[config.mk]
export PLATFORM = sky130hd
export DESIGN_NAME = rac_top
export DESIGN_NICKNAME = d
export VERILOG_FILES = /design/src/rac_pkg.sv /design/src/rac_bitrev.sv /design/src/rac_top.sv
export SDC_FILE = /design/constraint.sdc
export NUM_CORES = 1
export LEC_CHECK = 0
export BUFFER_PORTS_ARGS = -buffer_cell sky130_fd_sc_hd__buf_2
export CORE_AREA = 5 5 96 98
export CTS_CLUSTER_DIAMETER = 200
export CTS_CLUSTER_SIZE = 40
export DETAILED_ROUTE_END_ITERATION = 16
export DIE_AREA = 0 0 101 103
export GPL_ROUTABILITY_DRIVEN = 0
export PLACE_DENSITY_LB_ADDON = 0.05
export SLEW_MARGIN = 25
export SYNTH_ARGS = -nofsm -noshare
export SYNTH_HDL_FRONTEND = slang
export SYNTH_HIERARCHICAL = 1
export SYNTH_SLANG_ARGS = --single-unit
[constraint.sdc]
create_clock -name core_clk_in -period 3.05 [get_ports core_clk_in]
set_input_delay 0.4575 -clock core_clk_in [delete_from_list [all_inputs] [get_ports core_clk_in]]
set_output_delay 0.4575 -clock core_clk_in [all_outputs]
set_load 0.03 [all_outputs]
[src/rac_pkg.sv]
/*
 * rac_pkg: register indices, field positions, reset values and calibration
 * constants for the alarm date / subsecond / smooth calibration block.
 * Assumes one kernel clock domain and a plain strobe register port.
 */
package rac_pkg;
  // ---------------------------------------------------------------
  // register indices (byte address on the register port)
  // ---------------------------------------------------------------
  localparam logic [7:0] ADDR_ALARM_DATE_MATCH = 8'h1f;
  localparam logic [7:0] ADDR_ALARM_SUBSEC_HIGH = 8'h24;
  localparam logic [7:0] ADDR_ALARM_SUBSEC_LOW = 8'h25;
  localparam logic [7:0] ADDR_ALARM_SUBSEC_MASK = 8'h26;
  localparam logic [7:0] ADDR_CALIB_HIGH = 8'h2a;
  localparam logic [7:0] ADDR_CALIB_LOW = 8'h2b;
  // ---------------------------------------------------------------
  // reset values
  // ---------------------------------------------------------------
  localparam logic [7:0] RST_REG = 8'h00;
  // ---------------------------------------------------------------
  // field positions
  // ---------------------------------------------------------------
  localparam int DATE_MASK_BIT_POS = 7;
  localparam int WEEKDAY_SELECT_POS = 6;
  localparam int DATE_TENS_HI = 5;
  localparam int DATE_TENS_LO = 4;
  localparam int DATE_UNITS_HI = 3;
  localparam int DATE_UNITS_LO = 0;
  localparam int PULSE_INSERT_POS = 7;
  localparam int EIGHT_SEC_POS = 6;
  localparam int SIXTEEN_SEC_POS = 5;
  localparam int MASK_COUNT_MSB_POS = 0;
  localparam logic [7:0] SUBSEC_HIGH_WMASK = 8'h7f;
  localparam logic [7:0] SUBSEC_MASK_WMASK = 8'h0f;
  localparam logic [7:0] CALIB_HIGH_WMASK = 8'he1;
  // ---------------------------------------------------------------
  // calibration cycle constants
  // ---------------------------------------------------------------
  localparam int CAL_CYCLE_BITS = 20;
  localparam int INSERT_PERIOD_BITS = 11;
  localparam logic [3:0] SUBSEC_WIDTH_FULL = 4'hf;
endpackage : rac_pkg

[src/rac_bitrev.sv]
/*
 * rac_bitrev: reverses a vector, used to spread masked pulses evenly over
 * the calibration cycle. Pure combinational, no clock assumed.
 */
`timescale 1ns/100ps
module rac_bitrev #(
  parameter int W = 20
) (
  // vector in and out
  input wire logic [W-1:0] vec_in,
  output logic [W-1:0] vec_out
);
  // ---------------------------------------------------------------
  // reversal
  // ---------------------------------------------------------------
  always_comb
  begin
    for (int i = 0; i < W; i++)
    begin
      vec_out[i] = vec_in[W-1-i];
    end
  end
endmodule : rac_bitrev

[src/rac_top.sv]
/*
 * rac_top: alarm A date/weekday match, subsecond alarm compare and smooth
 * digital calibration, with their software registers.
 * Assumes the rest of the clock supplies calendar, prescaler and unlock
 * state on the kernel clock; rst_n_in is the power-on reset only.
 */
// The plain strobed port was left to the implementer.
`timescale 1ns/100ps
// Operation
// - date mask bit ignores date in alarm
// - weekday select makes units a weekday
// - date tens 5:4, units 3:0, BCD
// - 15-bit subsecond value compared with prescaler
// - unreachable subsecond value never fires
// - width zero fires on seconds-units increment
// - width n compares counter bits n-1:0
// - counter overflow bit never compared
// - insert one pulse every 2^11 pulses
// - mask count pulses out of 2^20
// - net added is 512*insert minus count
// - eight-second cycle forces count bits 1:0
// - sixteen-second cycle forces count bit 0
// - count msb at calib high bit 0
// - calib writes ignored while recal pending
// - writes need write-protection unlock
// - power-on reset only, to 0x00
module rac_top (
  // clock and power-on reset
  input wire logic core_clk_in,
  input wire logic rst_n_in,
  // register port
  input wire logic [7:0] reg_addr_in,
  input wire logic [7:0] reg_wdata_in,
  input wire logic reg_wr_in,
  input wire logic reg_rd_in,
  output logic [7:0] reg_rdata_out,
  // rest of the clock, same kernel clock domain
  input wire logic unlocked_in,
  input wire logic init_mode_in,
  input wire logic alarm_a_enable_in,
  input wire logic alarm_write_allowed_flag_in,
  input wire logic recal_pending_flag_in,
  input wire logic [15:0] sync_prescaler_count_in,
  input wire logic seconds_units_inc_in,
  input wire logic [1:0] cal_date_tens_in,
  input wire logic [3:0] cal_date_units_in,
  input wire logic [2:0] cal_weekday_in,
  input wire logic time_fields_match_in,
  input wire logic kernel_tick_in,
  // results
  output logic alarm_a_match_out,
  output logic calendar_tick_out,
  output logic [8:0] pulse_mask_count_out
);
  // ---------------------------------------------------------------
  // registers
  // ---------------------------------------------------------------
  logic [7:0] date_q;
  logic [7:0] ss_high_q;
  logic [7:0] ss_low_q;
  logic [7:0] ss_mask_q;
  logic [7:0] cal_high_q;
  logic [7:0] cal_low_q;
  logic [7:0] rdata_q;
  logic date_wr_ok;
  logic ss_wr_ok;
  logic cal_wr_ok;

  // locked or illegal writes are dropped, never stalled
  assign date_wr_ok = reg_wr_in && unlocked_in &&
    (init_mode_in || (!alarm_a_enable_in && alarm_write_allowed_flag_in));
  assign ss_wr_ok = reg_wr_in && unlocked_in &&
    (init_mode_in || !alarm_a_enable_in);
  assign cal_wr_ok = reg_wr_in && unlocked_in && !recal_pending_flag_in;

  always_ff @(posedge core_clk_in or negedge rst_n_in)
  begin
    if (!rst_n_in)
    begin
      date_q <= rac_pkg::RST_REG;
    end
    else if (date_wr_ok && reg_addr_in == rac_pkg::ADDR_ALARM_DATE_MATCH)
    begin
      date_q <= reg_wdata_in;
    end
  end

  always_ff @(posedge core_clk_in or negedge rst_n_in)
  begin
    if (!rst_n_in)
    begin
      ss_high_q <= rac_pkg::RST_REG;
      ss_low_q <= rac_pkg::RST_REG;
      ss_mask_q <= rac_pkg::RST_REG;
    end
    else if (ss_wr_ok)
    begin
      if (reg_addr_in == rac_pkg::ADDR_ALARM_SUBSEC_HIGH)
      begin
        ss_high_q <= reg_wdata_in & rac_pkg::SUBSEC_HIGH_WMASK;
      end
      if (reg_addr_in == rac_pkg::ADDR_ALARM_SUBSEC_LOW)
      begin
        ss_low_q <= reg_wdata_in;
      end
      if (reg_addr_in == rac_pkg::ADDR_ALARM_SUBSEC_MASK)
      begin
        ss_mask_q <= reg_wdata_in & rac_pkg::SUBSEC_MASK_WMASK;
      end
    end
  end

  always_ff @(posedge core_clk_in or negedge rst_n_in)
  begin
    if (!rst_n_in)
    begin
      cal_high_q <= rac_pkg::RST_REG;
      cal_low_q <= rac_pkg::RST_REG;
    end
    else if (cal_wr_ok)
    begin
      if (reg_addr_in == rac_pkg::ADDR_CALIB_HIGH)
      begin
        cal_high_q <= reg_wdata_in & rac_pkg::CALIB_HIGH_WMASK;
      end
      if (reg_addr_in == rac_pkg::ADDR_CALIB_LOW)
      begin
        cal_low_q <= reg_wdata_in;
      end
    end
  end

  // ---------------------------------------------------------------
  // read port: data one cycle after the strobe, zero elsewhere
  // ---------------------------------------------------------------
  always_ff @(posedge core_clk_in or negedge rst_n_in)
  begin
    if (!rst_n_in)
    begin
      rdata_q <= rac_pkg::RST_REG;
    end
    else if (reg_rd_in)
    begin
      case (reg_addr_in)
        rac_pkg::ADDR_ALARM_DATE_MATCH: rdata_q <= date_q;
        rac_pkg::ADDR_ALARM_SUBSEC_HIGH: rdata_q <= ss_high_q;
        rac_pkg::ADDR_ALARM_SUBSEC_LOW: rdata_q <= ss_low_q;
        rac_pkg::ADDR_ALARM_SUBSEC_MASK: rdata_q <= ss_mask_q;
        rac_pkg::ADDR_CALIB_HIGH: rdata_q <= cal_high_q;
        rac_pkg::ADDR_CALIB_LOW: rdata_q <= cal_low_q;
        default: rdata_q <= rac_pkg::RST_REG;
      endcase
    end
    else
    begin
      rdata_q <= rac_pkg::RST_REG;
    end
  end
  assign reg_rdata_out = rdata_q;

  // ---------------------------------------------------------------
  // alarm compare
  // ---------------------------------------------------------------
  logic date_mask_bit;
  logic weekday_select;
  logic [1:0] date_tens;
  logic [3:0] date_units;
  logic date_ok;
  logic [3:0] subsecond_compare_width;
  logic [14:0] alarm_subsecond_value;
  logic [14:0] ss_cmp_mask;
  logic ss_ok;
  logic alarm_q;

  assign date_mask_bit = date_q[rac_pkg::DATE_MASK_BIT_POS];
  assign weekday_select = date_q[rac_pkg::WEEKDAY_SELECT_POS];
  assign date_tens = date_q[rac_pkg::DATE_TENS_HI:rac_pkg::DATE_TENS_LO];
  assign date_units = date_q[rac_pkg::DATE_UNITS_HI:rac_pkg::DATE_UNITS_LO];
  assign subsecond_compare_width = ss_mask_q[3:0];
  assign alarm_subsecond_value = {ss_high_q[6:0], ss_low_q};

  always_comb
  begin
    if (date_mask_bit)
    begin
      date_ok = 1'b1;
    end
    else if (weekday_select)
    begin
      date_ok = (date_units == {1'b0, cal_weekday_in});
    end
    else
    begin
      date_ok = (date_tens == cal_date_tens_in) && (date_units == cal_date_units_in);
    end
  end

  always_comb
  begin
    for (int i = 0; i < 15; i++)
    begin
      ss_cmp_mask[i] = (i < 32'(subsecond_compare_width));
    end
  end

  always_comb
  begin
    if (subsecond_compare_width == 4'h0)
    begin
      ss_ok = seconds_units_inc_in;
    end
    else
    begin
      // bit 15 of the counter is left out, so a counter with bit 15 set by a shift still matches
      // value beyond the divider never equals the counter, so never fires
      ss_ok = ((sync_prescaler_count_in[14:0] ^ alarm_subsecond_value)
               & ss_cmp_mask) == 15'h0000;
    end
  end

  always_ff @(posedge core_clk_in or negedge rst_n_in)
  begin
    if (!rst_n_in)
    begin
      alarm_q <= 1'b0;
    end
    else
    begin
      alarm_q <= alarm_a_enable_in && date_ok && ss_ok && time_fields_match_in;
    end
  end
  assign alarm_a_match_out = alarm_q;

  // ---------------------------------------------------------------
  // smooth calibration
  // ---------------------------------------------------------------
  logic pulse_insert_enable;
  logic eight_second_cycle;
  logic sixteen_second_cycle;
  logic [8:0] pulse_mask_count;
  logic [19:0] cyc_q;
  logic [19:0] cyc_rev;
  logic [19:0] cyc_view;
  logic mask_now;
  logic insert_now;
  logic [8:0] count_q;
  logic [19:0] mask_thr;
  logic ins_pend_q;

  assign pulse_insert_enable = cal_high_q[rac_pkg::PULSE_INSERT_POS];
  assign eight_second_cycle = cal_high_q[rac_pkg::EIGHT_SEC_POS];
  assign sixteen_second_cycle = cal_high_q[rac_pkg::SIXTEEN_SEC_POS];

  always_comb
  begin
    pulse_mask_count = {cal_high_q[rac_pkg::MASK_COUNT_MSB_POS], cal_low_q};
    if (eight_second_cycle)
    begin
      pulse_mask_count[1:0] = 2'b00;
    end
    else if (sixteen_second_cycle)
    begin
      pulse_mask_count[0] = 1'b0;
    end
  end

  always_ff @(posedge core_clk_in or negedge rst_n_in)
  begin
    if (!rst_n_in)
    begin
      cyc_q <= 20'h0_0000;
    end
    else if (kernel_tick_in)
    begin
      cyc_q <= cyc_q + 20'h0_0001;
    end
  end

  rac_bitrev #(
    .W(rac_pkg::CAL_CYCLE_BITS)
  ) u_rev (
    .vec_in(cyc_q),
    .vec_out(cyc_rev)
  );

  // shorter cycles drop the low bits of the reversed count and mask a
  // quarter or half of the count per window, so every 32 s still loses
  // exactly the programmed count
  always_comb
  begin
    cyc_view = cyc_rev;
    mask_thr = {11'h000, pulse_mask_count};
    if (eight_second_cycle)
    begin
      cyc_view = {2'b00, cyc_rev[19:2]};
      mask_thr = {13'h0000, pulse_mask_count[8:2]};
    end
    else if (sixteen_second_cycle)
    begin
      cyc_view = {1'b0, cyc_rev[19:1]};
      mask_thr = {12'h000, pulse_mask_count[8:1]};
    end
  end

  // bit reversal spreads the masked slots evenly over the window
  assign mask_now = (cyc_view < mask_thr);
  // one slot in every 2^11 kernel ticks earns an extra calendar tick
  assign insert_now = pulse_insert_enable &&
    (cyc_q[rac_pkg::INSERT_PERIOD_BITS-1:0] == 11'h000);

  // the extra tick waits for the next cycle without a kernel tick;
  // a kernel tick held high on every core cycle would hold it back
  always_ff @(posedge core_clk_in or negedge rst_n_in)
  begin
    if (!rst_n_in)
    begin
      ins_pend_q <= 1'b0;
    end
    else if (kernel_tick_in && insert_now)
    begin
      ins_pend_q <= 1'b1;
    end
    else if (!kernel_tick_in)
    begin
      ins_pend_q <= 1'b0;
    end
  end

  always_ff @(posedge core_clk_in or negedge rst_n_in)
  begin
    if (!rst_n_in)
    begin
      calendar_tick_out <= 1'b0;
    end
    else
    begin
      calendar_tick_out <= (kernel_tick_in && !mask_now) ||
        (ins_pend_q && !kernel_tick_in);
    end
  end

  always_ff @(posedge core_clk_in or negedge rst_n_in)
  begin
    if (!rst_n_in)
    begin
      count_q <= 9'h000;
    end
    else
    begin
      count_q <= pulse_mask_count;
    end
  end
  assign pulse_mask_count_out = count_q;
endmodule : rac_top

==> out/results.ini <==
[outcome]
status=completed

[worst_hold_path]
min_path_type=in -> async

[floorplan]
core_area_um2=8380
die_y_um=103
io_pins=72
initial_core_util=0.541
core.rowCount=34
die_w_um=101
dieArea_um2=10400

[setup_path]
path_max_fanout=13
worst_ep_required_time_ns=3.28
cp_common_cell=a21o_1
crit_slowest_cell=dfrtp_1
worstPathCellList=buf_4 > mux2i_1 > o21ai_0 > ha_1 > a21o_1 > a21o_1 > a2111oi_0 > nor2_1
critPathMaxStageDelay_ns=0.73
critPathKind=reg -> reg
cp.arrival_ns=2.69
cp-start-kind=register
worstSetupEndpointType=register

[yosys]
synth_edf_count=0
syn-num-nets=484
synth_ff_type=dfrtp_1
syn_area_um2=4540
asyncSetResetFlopFracSynth=1.00
avgSynthCellArea_um2=10.8
ys_seq_area_frac=0.436
ys_ff_latch=79
postSynthCellCount=421
yosysWarnings=6
netlist-cell-type-count=55

[clocking]
cts_root_buffer=clkbuf_8
post-cts-setup-buffers=0
cts_hold_buf=0
clockBufferDepth=2
h-tree-depth=3
ctsResizeCount=0
cts_made_buffers=9
clk_pin_slew_ns=0.09
cts_tree=built
cts_sinks=79
insertion_delay_ns=0.35

[drt]
routed.top_layer=met4
drt-vias-per-instance=5.65
first_iter_violations=93
ant_nets=0
drc=0
wl_met2_um=4930
wl_met3_um=470
wl_met1_um=4360
drtPass1Iterations=4
wl_um=9930
vias=3285
wl_per_cell_um=17.1

[global_route]
grt_max_degree=80
grt_usage=0.200
grt_pass1_wl_um=16200
antenna_found_initial=0
grt.overflow.total=0
grt_pass1_vias=3246

[sta]
worst_pin_slew_ns=0.730
tns_ns=0
fin_crit_sh=0.806
skew_ns=0.00881
setup_viol=0
final-hold-violation-count=0
drv_slew=0
min_period_ns=2.46
grt_setup_unrepaired=false
relSlewSlack=0.514
clock.fmax_mhz=407

[pwr]
power_mw=2.17
internal-power_mw=1.53
pwr-share-seq=0.549
p_sw_mw=0.639
ir_drop_mv=0.302
power.share.clock=0.331
leakagePower_nw=2.52
combPwrFrac=0.121
p_sw_frac=0.295
power_density_nw_per_um2=433

[final_layout]
drive_above_1_share=0.296
area_delta_synth_final_pct=10.3
fillers=766
antenna_cells=0
final_net_count=531

[placement]
io_buffers=70
place_hpwl_um=7330

[job]
cap_violations=0

## synthesized netlist by cell type, types with 2 or more instances
cell type / n / share of area
and2_1: 2 / 0.0028
nor4_4: 3 / 0.014
clkbuf_1: 10 / 0.0083
o22ai_1: 2 / 0.0028
a211oi_1: 2 / 0.0033
dfrtp_1: 79 / 0.44
nand3_1: 10 / 0.011
o21ai_0: 16 / 0.018
a22oi_1: 5 / 0.0083
inv_1: 6 / 0.0050
nand4_1: 9 / 0.012
nor4_1: 3 / 0.0041
xnor2_1: 23 / 0.044
o221ai_1: 2 / 0.0039
mux2_2: 39 / 0.097
nand2_1: 23 / 0.019
and4_1: 3 / 0.0058
a21boi_0: 2 / 0.0033
ha_1: 10 / 0.028
a21o_1: 6 / 0.0099
buf_2: 5 / 0.0055
nor3b_1: 3 / 0.0050
mux2i_1: 22 / 0.049
or3_1: 2 / 0.0028
o22a_1: 3 / 0.0058
xor2_1: 20 / 0.039
a22o_1: 4 / 0.0077
buf_4: 21 / 0.035
nor3_1: 8 / 0.0088
nor2b_1: 4 / 0.0055
a21oi_1: 13 / 0.014
nor2_1: 29 / 0.024
a31oi_1: 3 / 0.0041
a221oi_1: 2 / 0.0039
and3_1: 5 / 0.0069
nor4b_1: 3 / 0.0058
## power groups by stage
stage	clock network (mW)	registers (mW)	logic, mW
6_report	0.717	1.19	0.262
5_1_grt	0.781	1.20	0.299
4_1_cts	0.738	1.19	0.267
3_5_place_dp	0	1.21	0.265
3_3_place_gp	0	1.21	0.258
2_1_floorplan	0	1.19	0.218
## sequential cells by signal, indices dropped and copies added (netlist names)
| register | count |
|---|---|
| pulse_mask_count_out | 9 |
| reg_rdata_out | 8 |
| alarm_a_match_out | 1 |
| ss_low_q | 8 |
| ins_pend_q | 1 |
| ss_high_q | 7 |
| cal_high_q | 4 |
| calendar_tick_out | 1 |
| date_q | 8 |
| cal_low_q | 8 |
| cyc_q | 20 |
| ss_mask_q | 4 |
## critical path: cells and delay by family, from the launching register on
kind | cells | cell delay (ns)
fa+ha+maj | 1 | 0.21
flops | 1 | 0.73
compound gates | 4 | 0.83
simple gates | 1 | 0.09
buf+inv | 1 | 0.29
mux | 1 | 0.19
## layer usage
layer | global-route usage | vias up
met4 | 0.0644 | 0
met3 | 0.0277 | 18
met1 | 0.262 | 1579
li1 | - | 1601
met2 | 0.344 | 87
met5 | 0 | -
## worst paths after layout
| check | start | endpoint | slack [ns] | cells after the start |
|---|---|---|---|---|
| max | cal_high_q[5] | calendar_tick_out | 0.59 | 8 |
| min | rst_n_in | pulse_mask_count_out[3] | 0.1 | 1 |
| max reg2reg | cal_high_q[5] | calendar_tick_out | 0.59 | 8 |
| min reg2reg | cyc_q[19] | cyc_q[19] | 0.47 | 1 |
| max in group asynchronous | rst_n_in | cal_high_q[6] | 2.40 | 1 |
| min in group core_clk_in | reg_rd_in | reg_rdata_out[0] | 0.38 | 2 |
## cell usage in the layout, fill, tap and decap left out, drive strengths merged, types with 4 or more instances in the layout
master and count:
dfrtp 79, buf 73, mux2 39, nor2 29, nand2 24, xnor2 23, mux2i 22, xor2 20
o21ai 16, a21oi 13, nand3 10, ha 10, nand4 9, clkbuf 9, inv 9, nor3 8
a21o 6, nor4 6, a22oi 5, and3 5, nor2b 4, a22o 4, nor4b 4
## cell families (layout without fill, tap and decap cells)
family / count (synthesis) / in the layout / synth area share
flops: 79 / 79 / 0.436
compound gates: 67 / 67 / 0.0982
mux: 61 / 61 / 0.145
fa+ha+maj: 10 / 10 / 0.0276
simple gates: 118 / 118 / 0.156
xor+xnor: 43 / 43 / 0.0830
buf+inv: 43 / 95 / 0.0543
## layout make-up
cell class,instances,area (um^2),area share
repair buffers,73,379,0.0757
clock inverters,7,55.1,0.0110
well taps,108,135,0.0270
inverters,6,22.5,0.00450
flip-flops and latches,79,1980,0.395
clock buffers,9,124,0.0247
multi-input cells,299,2310,0.462
## metrics by stage
step / setup WS [ns] / utilization / instances / hold slack (ns) / area [um^2]
6_report: 0.591 / 0.597 / 581 / 0.0995 / 5010
3_5_place_dp: 0.570 / 0.576 / 565 / 0.460 / 4820
4_1_cts: 0.559 / 0.597 / 581 / 0.302 / 5000
3_3_place_gp: 0.594 / 0.576 / 565 / 0.466 / 4820
5_1_grt: 0.297 / 0.597 / 581 / 0.176 / 5010
2_1_floorplan: 0.565 / - / 421 / 0.162 / 4540
Note: power is estimated with default switching activity, not from simulation.
